--- src/scl_defines.vh ---
`ifndef SCL_DEFINES_VH
`define SCL_DEFINES_VH
// apb byte addresses
`define SCL_ADDR_CTRL 12'h000
`define SCL_ADDR_STATUS 12'h004
`define SCL_ADDR_IRQ_STAT 12'h008
`define SCL_ADDR_IRQ_MASK 12'h00c
`define SCL_ADDR_P1_MODE 12'h010
`define SCL_ADDR_P1_FRAC 12'h014
`define SCL_ADDR_P1_RAT 12'h018
`define SCL_ADDR_P1_ODIV 12'h01c
`define SCL_ADDR_P2_MODE 12'h020
`define SCL_ADDR_P2_FRAC 12'h024
`define SCL_ADDR_P2_RAT 12'h028
`define SCL_ADDR_P2_ODIV 12'h02c
`define SCL_ADDR_P1_NOW 12'h030
`define SCL_ADDR_P2_NOW 12'h034
// feedback modes
`define SCL_MODE_INT 2'h0
`define SCL_MODE_FRAC 2'h1
`define SCL_MODE_RAT 2'h2
// field widths
`define SCL_FB_INT_W 8
`define SCL_FB_FRAC_W 28
// output divider range, code 0 means divide by 4.5
`define SCL_ODIV_MIN 9'h004
`define SCL_ODIV_MAX 9'h103
`define SCL_ODIV_HALF 9'h000
// nonvolatile image
`define SCL_OTP_BITS 444
// ctrl bits
`define SCL_CTRL_PLL1_EN 0
`define SCL_CTRL_PLL2_EN 1
`define SCL_CTRL_REF2 2
`define SCL_CTRL_REFCOPY_EN 3
// status bits
`define SCL_ST_LOADED 0
`define SCL_ST_SECURE 1
`define SCL_ST_LOCK1 2
`define SCL_ST_LOCK2 3
`define SCL_ST_SLEW1 4
`define SCL_ST_SLEW2 5
// irq bits
`define SCL_IRQ_LOL1 0
`define SCL_IRQ_LOL2 1
`define SCL_IRQ_LOADED 2
`define SCL_IRQ_DENIED 3
// timing
`define SCL_CLK_HZ 50000000
`define SCL_WAIT_US 4000
`define SCL_SLEW_STEP 16'h0100
`endif

--- src/scl_top.v ---
// Chosen here: register access over APB and the address map.
`timescale 1ns/1ps
`include "scl_defines.vh"
// Behaviour
// - supply rise triggers reset and image load
// - overwrite allowed only when security clear
// - nonvolatile image of 444 bits
// - serial writes replace loaded defaults
// - integer, fractional or rational feedback mode
// - fractional divider 8-bit integer, 28-bit fraction; writes copy integer bits 3:0 into fraction bits 27:24
// - rational divider is numerator over denominator
// - two output dividers, range four to 259
// - output dividers offer divide by 4.5
// - loss-of-lock reported per loop
// - small frequency changes move smoothly; only the feedback word slews, the rational ratio jumps
// - loops independent, may share reference
// - reference copy output follows reference
module scl_top #(
  parameter WAIT_CYCLES = `SCL_CLK_HZ / 1000000 * `SCL_WAIT_US,
  parameter OTP_BITS = `SCL_OTP_BITS
)
(
  input wire pclk,
  input wire presetn,
  input wire psel,
  input wire penable,
  input wire pwrite,
  input wire [11:0] paddr,
  input wire [31:0] pwdata,
  input wire [3:0] pstrb,
  output reg [31:0] prdata,
  output wire pready,
  output wire pslverr,
  input wire supply_good,
  input wire [OTP_BITS-1:0] otp_image,
  input wire lock1_in,
  input wire lock2_in,
  input wire ref_in,
  output reg reference_copy_output,
  output wire pll1_enable,
  output wire pll2_enable,
  output wire ref_select,
  output wire [1:0] pll1_mode,
  output wire [1:0] pll2_mode,
  output wire [35:0] pll1_fb,
  output wire [35:0] pll2_fb,
  output wire [63:0] pll1_ratio,
  output wire [63:0] pll2_ratio,
  output wire [35:0] pll1_odiv,
  output wire [35:0] pll2_odiv,
  output wire irq
);
  localparam S_IDLE = 2'h0;
  localparam S_WAIT = 2'h1;
  localparam S_LOAD = 2'h2;
  localparam S_RUN = 2'h3;

  // synchronisers for pin inputs
  reg [1:0] sup_s;
  reg [1:0] l1_s;
  reg [1:0] l2_s;
  reg [1:0] ref_s;
  always @(posedge pclk or negedge presetn)
  begin
    if (!presetn)
    begin
      sup_s <= 2'h0;
      l1_s <= 2'h0;
      l2_s <= 2'h0;
      ref_s <= 2'h0;
    end
    else
    begin
      sup_s <= {sup_s[0], supply_good};
      l1_s <= {l1_s[0], lock1_in};
      l2_s <= {l2_s[0], lock2_in};
      ref_s <= {ref_s[0], ref_in};
    end
  end
  wire sup = sup_s[1];
  wire lock1 = l1_s[1];
  wire lock2 = l2_s[1];

  reg [1:0] state;
  reg [31:0] wait_cnt;
  reg secure;
  reg [3:0] ctrl;
  reg [1:0] mode1;
  reg [1:0] mode2;
  reg [35:0] frac1;
  reg [35:0] frac2;
  reg [63:0] rat1;
  reg [63:0] rat2;
  reg [17:0] odiv1;
  reg [17:0] odiv2;
  reg [3:0] irq_stat;
  reg [3:0] irq_mask;
  reg lock1_d;
  reg lock2_d;
  reg load_d;

  // clamp a 9-bit divider code into 4..259, keeping the 4.5 code
  function [8:0] odiv_fix;
    input [8:0] c;
    begin
      if (c == `SCL_ODIV_HALF)
        odiv_fix = c;
      else if (c < `SCL_ODIV_MIN)
        odiv_fix = `SCL_ODIV_MIN;
      else if (c > `SCL_ODIV_MAX)
        odiv_fix = `SCL_ODIV_MAX;
      else
        odiv_fix = c;
    end
  endfunction

  function [1:0] mode_fix;
    input [1:0] m;
    begin
      mode_fix = (m == 2'h3) ? `SCL_MODE_INT : m;
    end
  endfunction

  wire loaded = (state == S_RUN);
  wire acc = psel && penable;
  wire wr = acc && pwrite && loaded;
  // with secure set, image-backed registers are frozen; status regs stay live
  wire cfg_ok = wr && !secure;
  // irq registers are not image-backed, so a secure part still clears them
  wire cfg_lo = (paddr == `SCL_ADDR_CTRL);
  wire cfg_hi = (paddr >= `SCL_ADDR_P1_MODE) && (paddr <= `SCL_ADDR_P2_ODIV);
  wire cfg_addr = cfg_lo || cfg_hi;
  wire denied = acc && pwrite && (!loaded || (secure && cfg_addr));
  wire mapped = (paddr <= `SCL_ADDR_P2_NOW) && (paddr[1:0] == 2'h0);
  assign pready = 1'b1;
  assign pslverr = acc && !mapped;

  wire [31:0] wmask = {{8{pstrb[3]}}, {8{pstrb[2]}}, {8{pstrb[1]}}, {8{pstrb[0]}}};

  always @(posedge pclk or negedge presetn)
  begin
    if (!presetn)
    begin
      state <= S_IDLE;
      wait_cnt <= 32'h0;
    end
    else
    begin
      case (state)
        S_IDLE:
        begin
          wait_cnt <= 32'h0;
          if (sup)
            state <= S_WAIT;
        end
        S_WAIT:
        begin
          // a brown-out restarts the whole load
          if (!sup)
            state <= S_IDLE;
          else if (wait_cnt >= WAIT_CYCLES - 1)
            state <= S_LOAD;
          else
            wait_cnt <= wait_cnt + 32'h1;
        end
        S_LOAD:
          state <= S_RUN;
        S_RUN:
          if (!sup)
            state <= S_IDLE;
        default:
          state <= S_IDLE;
      endcase
    end
  end

  // the image is copied in one cycle; its bit 0 is the security flag
  always @(posedge pclk or negedge presetn)
  begin
    if (!presetn)
    begin
      secure <= 1'b0;
      ctrl <= 4'h0;
      mode1 <= 2'h0;
      mode2 <= 2'h0;
      frac1 <= 36'h0;
      frac2 <= 36'h0;
      rat1 <= 64'h0;
      rat2 <= 64'h0;
      odiv1 <= 18'h0;
      odiv2 <= 18'h0;
    end
    else if (state == S_LOAD)
    begin
      secure <= otp_image[0];
      ctrl <= otp_image[4:1];
      mode1 <= mode_fix(otp_image[6:5]);
      mode2 <= mode_fix(otp_image[8:7]);
      frac1 <= otp_image[44:9];
      frac2 <= otp_image[80:45];
      rat1 <= otp_image[144:81];
      rat2 <= otp_image[208:145];
      odiv1 <= {odiv_fix(otp_image[217:209]), odiv_fix(otp_image[226:218])};
      odiv2 <= {odiv_fix(otp_image[235:227]), odiv_fix(otp_image[244:236])};
    end
    else if (cfg_ok)
    begin
      case (paddr)
        `SCL_ADDR_CTRL:
          ctrl <= (ctrl & ~wmask[3:0]) | (pwdata[3:0] & wmask[3:0]);
        `SCL_ADDR_P1_MODE:
          if (pstrb[0])
            mode1 <= mode_fix(pwdata[1:0]);
        `SCL_ADDR_P2_MODE:
          if (pstrb[0])
            mode2 <= mode_fix(pwdata[1:0]);
        `SCL_ADDR_P1_FRAC:
          frac1 <= {pwdata[31:24], pwdata[27:0]};
        `SCL_ADDR_P2_FRAC:
          frac2 <= {pwdata[31:24], pwdata[27:0]};
        `SCL_ADDR_P1_RAT:
          rat1 <= {rat1[31:0], pwdata};
        `SCL_ADDR_P2_RAT:
          rat2 <= {rat2[31:0], pwdata};
        `SCL_ADDR_P1_ODIV:
          odiv1 <= {odiv_fix(pwdata[24:16]), odiv_fix(pwdata[8:0])};
        `SCL_ADDR_P2_ODIV:
          odiv2 <= {odiv_fix(pwdata[24:16]), odiv_fix(pwdata[8:0])};
        default:
          ctrl <= ctrl;
      endcase
    end
  end

  // fractional word stores 8-bit integer over 28-bit fraction; the shared
  // top byte means integer bits overlay fraction bits 27:24 are dropped
  wire [35:0] fb1_now;
  wire [35:0] fb2_now;
  wire busy1;
  wire busy2;
  // slew jumps a cycle after the copy, once frac already holds the image
  scl_slew #(.W(36)) u_slew1 (
    .pclk(pclk),
    .presetn(presetn),
    .load(load_d),
    .target(frac1),
    .now(fb1_now),
    .busy(busy1)
  );
  scl_slew #(.W(36)) u_slew2 (
    .pclk(pclk),
    .presetn(presetn),
    .load(load_d),
    .target(frac2),
    .now(fb2_now),
    .busy(busy2)
  );

  assign pll1_enable = ctrl[`SCL_CTRL_PLL1_EN];
  assign pll2_enable = ctrl[`SCL_CTRL_PLL2_EN];
  assign ref_select = ctrl[`SCL_CTRL_REF2];
  assign pll1_mode = mode1;
  assign pll2_mode = mode2;
  assign pll1_fb = fb1_now;
  assign pll2_fb = fb2_now;
  assign pll1_ratio = rat1;
  assign pll2_ratio = rat2;
  assign pll1_odiv = {odiv1[17:9], 9'h0, odiv1[8:0], 9'h0};
  assign pll2_odiv = {odiv2[17:9], 9'h0, odiv2[8:0], 9'h0};

  always @(posedge pclk or negedge presetn)
  begin
    if (!presetn)
      reference_copy_output <= 1'b0;
    else
      reference_copy_output <= ref_s[1] & ctrl[`SCL_CTRL_REFCOPY_EN];
  end

  // events: falling lock, load done, refused write; set beats clear
  wire [3:0] ev;
  assign ev[`SCL_IRQ_LOL1] = lock1_d & ~lock1 & loaded;
  assign ev[`SCL_IRQ_LOL2] = lock2_d & ~lock2 & loaded;
  assign ev[`SCL_IRQ_LOADED] = (state == S_LOAD);
  assign ev[`SCL_IRQ_DENIED] = denied;
  wire [3:0] w1c = (wr && paddr == `SCL_ADDR_IRQ_STAT && pstrb[0]) ? pwdata[3:0] : 4'h0;
  always @(posedge pclk or negedge presetn)
  begin
    if (!presetn)
    begin
      lock1_d <= 1'b0;
      lock2_d <= 1'b0;
      load_d <= 1'b0;
      irq_stat <= 4'h0;
      irq_mask <= 4'h0;
    end
    else
    begin
      lock1_d <= lock1;
      lock2_d <= lock2;
      load_d <= (state == S_LOAD);
      irq_stat <= (irq_stat & ~w1c) | ev;
      if (wr && paddr == `SCL_ADDR_IRQ_MASK && pstrb[0])
        irq_mask <= pwdata[3:0];
    end
  end
  assign irq = |(irq_stat & irq_mask);

  reg [31:0] rd_word;
  always @*
  begin
    rd_word = 32'h0;
    case (paddr)
      `SCL_ADDR_CTRL: rd_word = {28'h0, ctrl};
      `SCL_ADDR_STATUS: rd_word = {26'h0, busy2, busy1, lock2, lock1, secure, loaded};
      `SCL_ADDR_IRQ_STAT: rd_word = {28'h0, irq_stat};
      `SCL_ADDR_IRQ_MASK: rd_word = {28'h0, irq_mask};
      `SCL_ADDR_P1_MODE: rd_word = {30'h0, mode1};
      `SCL_ADDR_P2_MODE: rd_word = {30'h0, mode2};
      `SCL_ADDR_P1_FRAC: rd_word = {frac1[35:28], frac1[23:0]};
      `SCL_ADDR_P2_FRAC: rd_word = {frac2[35:28], frac2[23:0]};
      `SCL_ADDR_P1_RAT: rd_word = rat1[31:0];
      `SCL_ADDR_P2_RAT: rd_word = rat2[31:0];
      `SCL_ADDR_P1_ODIV: rd_word = {7'h0, odiv1[17:9], 7'h0, odiv1[8:0]};
      `SCL_ADDR_P2_ODIV: rd_word = {7'h0, odiv2[17:9], 7'h0, odiv2[8:0]};
      `SCL_ADDR_P1_NOW: rd_word = fb1_now[35:4];
      `SCL_ADDR_P2_NOW: rd_word = fb2_now[35:4];
      default: rd_word = 32'h0;
    endcase
  end

  // latched in the setup cycle so the word stands through the access phase
  always @(posedge pclk or negedge presetn)
  begin
    if (!presetn)
      prdata <= 32'h0;
    else if (psel && !penable)
      prdata <= rd_word;
  end
endmodule

--- src/scl_slew.v ---
`timescale 1ns/1ps
`include "scl_defines.vh"
module scl_slew #(
  parameter W = 36
)
(
  input wire pclk,
  input wire presetn,
  input wire load,
  input wire [W-1:0] target,
  output reg [W-1:0] now,
  output wire busy
);
  // small steps walk toward target; only load jumps straight to it
  localparam [W-1:0] STEP = {{(W-16){1'b0}}, `SCL_SLEW_STEP};
  wire [W-1:0] diff_up = target - now;
  wire [W-1:0] diff_dn = now - target;
  assign busy = (now != target);
  always @(posedge pclk or negedge presetn)
  begin
    if (!presetn)
      now <= {W{1'b0}};
    else if (load)
      now <= target;
    else if (target > now)
      now <= (diff_up > STEP) ? now + STEP : target;
    else if (target < now)
      now <= (diff_dn > STEP) ? now - STEP : target;
  end
endmodule

--- config.mk ---
export PLATFORM = sky130hd
export DESIGN_NAME = scl_top
export DESIGN_NICKNAME = d
export VERILOG_FILES = /design/src/scl_top.v /design/src/scl_slew.v
export VERILOG_INCLUDE_DIRS = /design/src
export SDC_FILE = /design/constraint.sdc
export NUM_CORES = 1
export LEC_CHECK = 0
export BUFFER_PORTS_ARGS = -buffer_cell sky130_fd_sc_hd__buf_2
export CORE_AREA = 2 2 322 324
export DETAILED_ROUTE_END_ITERATION = 8
export DIE_AREA = 0 0 324 326
export HOLD_SLACK_MARGIN = 0.02
export SETUP_SLACK_MARGIN = 0.3
export SLEW_MARGIN = 20
export SYNTH_ARGS = -nofsm -noshare
export SYNTH_HDL_FRONTEND = slang
export SYNTH_SLANG_ARGS = --single-unit
--- constraint.sdc ---
create_clock -name pclk -period 12.6 [get_ports pclk]
set_input_delay 1.89 -clock pclk [delete_from_list [all_inputs] [get_ports pclk]]
set_output_delay 1.89 -clock pclk [all_outputs]
set_load 0.01 [all_outputs]
# == Word level (Yosys, flattened, before mapping) ==
# Index checks and enable logic that the tools add are counted.
# W data, S select, Z words.
# totals
output_inout_bits,315
regBits,403
# classes
addsub,9
bitwise_logic,15
eq_ne,26
muxes,69
order_cmp,24
reduce_logical,55
# ops
cell,n
$mux W36,16
$pmux W32 S14,1
$mux W64,6
$mux W9,18
$gt A36 B9 Y1 const B,4
$sub A36 B36 Y36,4
$mux W18,6
$add A36 B9 Y36 const B,2
$eq A12 B6 Y1 const B,6
$gt A36 B36 Y1,2
$lt A36 B36 Y1,2
$ne A36 B36 Y1,2
$sub A36 B9 Y36 const B,2
$mux W32,2
$pmux W32 S2,1
$gt A9 B9 Y1 const B,6
$logic_not A9 Y1,6
$lt A9 B3 Y1 const B,6
$eq A12 B5 Y1 const B,4
$add A32 B1 Y32 const B,1
$ge A32 B18 Y1 const B,1
$mux W2,14
$eq A12 B4 Y1 const B,2
$le A12 B6 Y1 const B,2
23 further kinds,82

# == Longest topological paths before layout ==
# depth
word_depth,9
ltp_mapped,18

# == Cells and area by module ==
# From an unflattened synthesis, not the netlist that was laid out.
# hier_totals
cells_unflattened,4172
hier_area_um2,32982.9
# by_module_without_submodules
module,cells_per_inst,n_inst,seq_area_each_um2,area_each_um2
scl_top,1889,1,8282.9,17206.5
scl_slew at u_slew1,1148,1,900.9,7970.1
scl_slew at u_slew2,1135,1,900.9,7806.2

# == Worst setup path before layout ==
# Ideal clock, no wire load.
# synth_path
path_type,input-to-output
start,input port paddr[5]
end,output port pslverr
cell_stages,3
t_required_ps,10710
arrival_ps,2544
path_slack_ps,8166
cell_sequence,clkbuf_1 > nand3_1 > a31oi_1
# synth_via
elab_chain_len,4
# synth_rtl
item,line,source
from (decl),scl_top.v:28,"input wire [11:0] paddr,"
$le A12 B6 Y1 (no source line),-,
$logic_and A1 B1 Y1,scl_top.v:134,wire mapped = (paddr <= `SCL_ADDR_P2_NOW) && (paddr[1:0] == 2'h0);
$logic_not A1 Y1,scl_top.v:136,assign pslverr = acc && !mapped;
$logic_and A1 B1 Y1,scl_top.v:136,
to (decl),scl_top.v:33,"output wire pslverr,"
# No other way between the ends.

# == Final worst setup path ==
# layout_path
start,register u_slew1.now[8]
end,register u_slew1.now[17]
# layout_via
elab_chain_len,6
word_cells_on_any_way,14
cone_classes,add/sub (4); order compare (4); mux (5); reduce/logical (1)
# layout_rtl
item,line,source
from (decl),scl_slew.v:11,"output reg [W-1:0] now,"
from (signal assigned),scl_slew.v:22,now <= {W{1'b0}};
from (signal assigned),scl_slew.v:24,now <= target;
from (signal assigned),scl_slew.v:26,now <= (diff_up > STEP) ? now + STEP : target;
$sub A36 B36 Y36,scl_slew.v:17,wire [W-1:0] diff_dn = now - target;
$gt A36 B9 Y1,scl_slew.v:28,now <= (diff_dn > STEP) ? now - STEP : target;
$mux W36,scl_slew.v:28,
$mux W36,scl_slew.v:27,else if (target < now)
$mux W36,scl_slew.v:25,else if (target > now)
$mux W36,scl_slew.v:23,else if (load)
# Parallel ways exist; a longest one is shown, timed or not. The select of a mux whose other input is x is not followed.
# A chain may end at the register's enable or synchronous reset.

==> results.ini <==
[outcome]
status=complete, but fails checks
violations=DRC

[floorplanning]
dieArea_sq_um=106000
start_util_pct=30.4
core_area_sq_um=103000
rows=118
die_h_um=326
die_w_um=324
io_pins=816

[hold_path]
hold_start=l2_s[0]
worstHoldPathType=reg -> reg

[sta]
slew_headroom_pct=19.1
rsz0062_at_grt=false
worstMarginPinSlew_ps=1200
fmax_mhz=152
drv_slew=0
clock_skew_ps=38.8
final.setup.tns_ps=0
setup_viol=0
period_share_pct=52.4
fin_crit_ps=6600
hold_viol=0

[synth]
synth_top_area_share_pct=32.4
synthTopCellsByArea=dfrtp_1 (32%), a21oi_1 (6.6%), ha_1 (5.9%), o21ai_0 (5.7%), nand2_1 (5.3%)
syn_area_sq_um=31200
yosysSeqAreaShare_pct=32.4
ys_seq_elements=403
yosysMostFrequentCell=nand2_1
postSynth.asyncResetShare_pct=100
synth.top_cells.by_count=nand2_1 (438), a21oi_1 (409), dfrtp_1 (403), o21ai_0 (353), nor2_1 (268)
synthFlopType=dfrtp_1
synth_edf_count=0
yosysWarnings=0
synth_cell_types=97
yosys.area.top_type=dfrtp_1
synthCells=3934
syn_avg_cell_area_sq_um=7.92

[detailed_routing]
drtAntennaViolNets=0
drtPass1Iterations=9
drc=8
drt_iter0_drc=5113
totalWireLength_mm=180
wire_per_inst_um=31.1
vias=35400
via_per_inst=6.13

[clock_network]
cts_sinks=403
cts-root-buf=clkbuf_16
postCtsSetupBuffers=0
ctsHtreeMaxLevel=2
cts_tree=built
cts_resized=0
cts_made_buffers=48
hold_buffers=0
path_clk_slew_ps=60
clockBufferDepth=3
clock_latency_ps=650

[place]
dpl_cell_area_sq_um=35100
gp_congestion=1.05
io_buffer_count=576
dp_hpwl_mm=143

[grt]
grtUsageTotal_pct=32.7
grt_pass1_vias=32400
antenna_found_initial=23
grt_pass1_wl_mm=249
grt_max_degree=129
grt.overflow.total=0

[layout]
drive_gt1_share_pct=17.3
area_delta_synth_final_pct=17.5
nFillCells=10900
postLayoutCellArea_sq_um=36600
nets=4998
final_util_pct=35.7

[critical_path]
rr_startpoint=u_slew1.now[8]
crit_path_end=u_slew1.now[17]
endpoint_kind=flip-flop
crit_type=reg -> reg
start_kind=flip-flop
r2r_slack_ps=6000
worstPathMaxFanout=50
required_ps=13160
worstSetupStartpoint=u_slew1.now[8]
worstRegToRegCells=15
r2r-end=u_slew1.now[17]
arrival_ps=7160

[pwr]
power_density_nw_per_um2=203
p_leak_nw=16.2
vdd_drop_max_mv=0.166

[run]
max-cap-violations=0

==> cells by family (layout without fill, tap and decap cells) <==
family / after synthesis / in the layout / synth area share [%]
adders and majority gates: 151 / 151 / 6.03
xor gates and xnor gates: 119 / 119 / 3.35
other: 2 / 48 / 0.0241
AOI/OAI and AO/OA: 1414 / 1414 / 29.1
buffers and inverters: 473 / 890 / 6.36
and+or+nand+nor: 1279 / 1279 / 19.8
muxes: 93 / 93 / 3.02
DFF: 403 / 403 / 32.4
==> metrics by stage <==
stage	total power, mW	worst slack, ps	instances	hold WS (ps)
6_report	7.44	6000	5777	351
5_1_grt	7.77	5970	5771	364
4_1_cts	7.27	6350	5766	350
3_5_place_dp	5.85	6410	5680	337
3_3_place_gp	5.84	6330	5679	335
2_1_floorplan	4.34	8170	3969	331
==> cell usage in the layout (no fill, tap or decap), types with 37 or more instances in the layout <==
cell type / synthesis / layout
nand2_1: 438 / 438
nor4_1: 50 / 50
mux2i_1: 86 / 86
dfrtp_1: 403 / 402
o21ai_0: 353 / 353
and2_1: 66 / 66
a211oi_1: 101 / 101
a222oi_1: 37 / 37
nor2_1: 268 / 262
a31oi_1: 39 / 39
xnor2_1: 80 / 80
buf_4: 43 / 41
a22oi_1: 76 / 76
nor3_1: 97 / 94
ha_1: 147 / 147
nand4_1: 80 / 80
buf_2: 35 / 575
conb_1: 2 / 37
xor2_1: 39 / 39
and3_1: 40 / 40
inv_1: 182 / 181
a21oi_1: 409 / 405
nand3_1: 109 / 109
a21o_1: 39 / 39
clkbuf_16: 0 / 49
==> metal layers <==
layer / up-vias / track usage [%] / routed length, um / share of wire (%)
li1: 15300 / - / - / -
met1: 17300 / 43.9 / 70700 / 39
met4: 16 / 14.7 / 9570 / 5.3
met3: 378 / 10.3 / 23700 / 13
met5: - / 0 / 109 / 0.061
met2: 2432 / 47.7 / 75600 / 42
==> flip-flops by register name (all words and copies together) (netlist names), 2 cells and up, named ones only <==
register	flops
l2_s	2
pll2_mode	2
sup_s	2
odiv2	18
u_slew1.now	36
odiv1	18
frac2	36
prdata	32
wait_cnt	32
pll1_ratio	64
frac1	36
l1_s	2
u_slew2.now	36
irq_stat	4
ref_s	2
pll2_ratio	64
pll1_mode	2
irq_mask	4
==> worst min-delay path by stage <==
stage / to / slack, ps / cells past startpoint
after global routing: sup_s[1] / 360 / 0
after CTS: sup_s[1] / 350 / 0
after detailed placement: sup_s[1] / 340 / 0
final: l2_s[1] / 350 / 0
after floorplan: l1_s[1] / 330 / 0
after global placement: l2_s[1] / 330 / 0
==> layout make-up <==
cell class | count | area (sq um) | area share [%]
multi-input cells | 3093 | 19300 | 52.8
flip-flops and latches | 403 | 10100 | 27.5
repair buffers | 619 | 3220 | 8.80
clock inverters | 17 | 166 | 0.455
inverters | 185 | 702 | 1.92
well taps | 1380 | 1730 | 4.72
diodes | 11 | 27.5 | 0.0752
clock buffers | 69 | 1360 | 3.72
==> where the power goes <==
group	internal [mW]	switching, mW
Combinational	1.35	2.84
Sequential	1.43	0.391
Clock	0.777	0.646
Total	3.56	3.88
==> worst max-delay path, cell delays in order (launching register included) <==
cell,delay [ps]
dfrtp_1,790
inv_1,310
ha_1,630
nand2_1,120
o21ai_0,630
nand2_1,260
a31oi_1,450
o21ai_0,200
a21o_1,220
a2111oi_0,550
nand4_1,370
o21ai_2,210
buf_4,510
a31o_2,840
a222oi_1,250
o21ai_1,120
(Power assumes the default switching activity.)
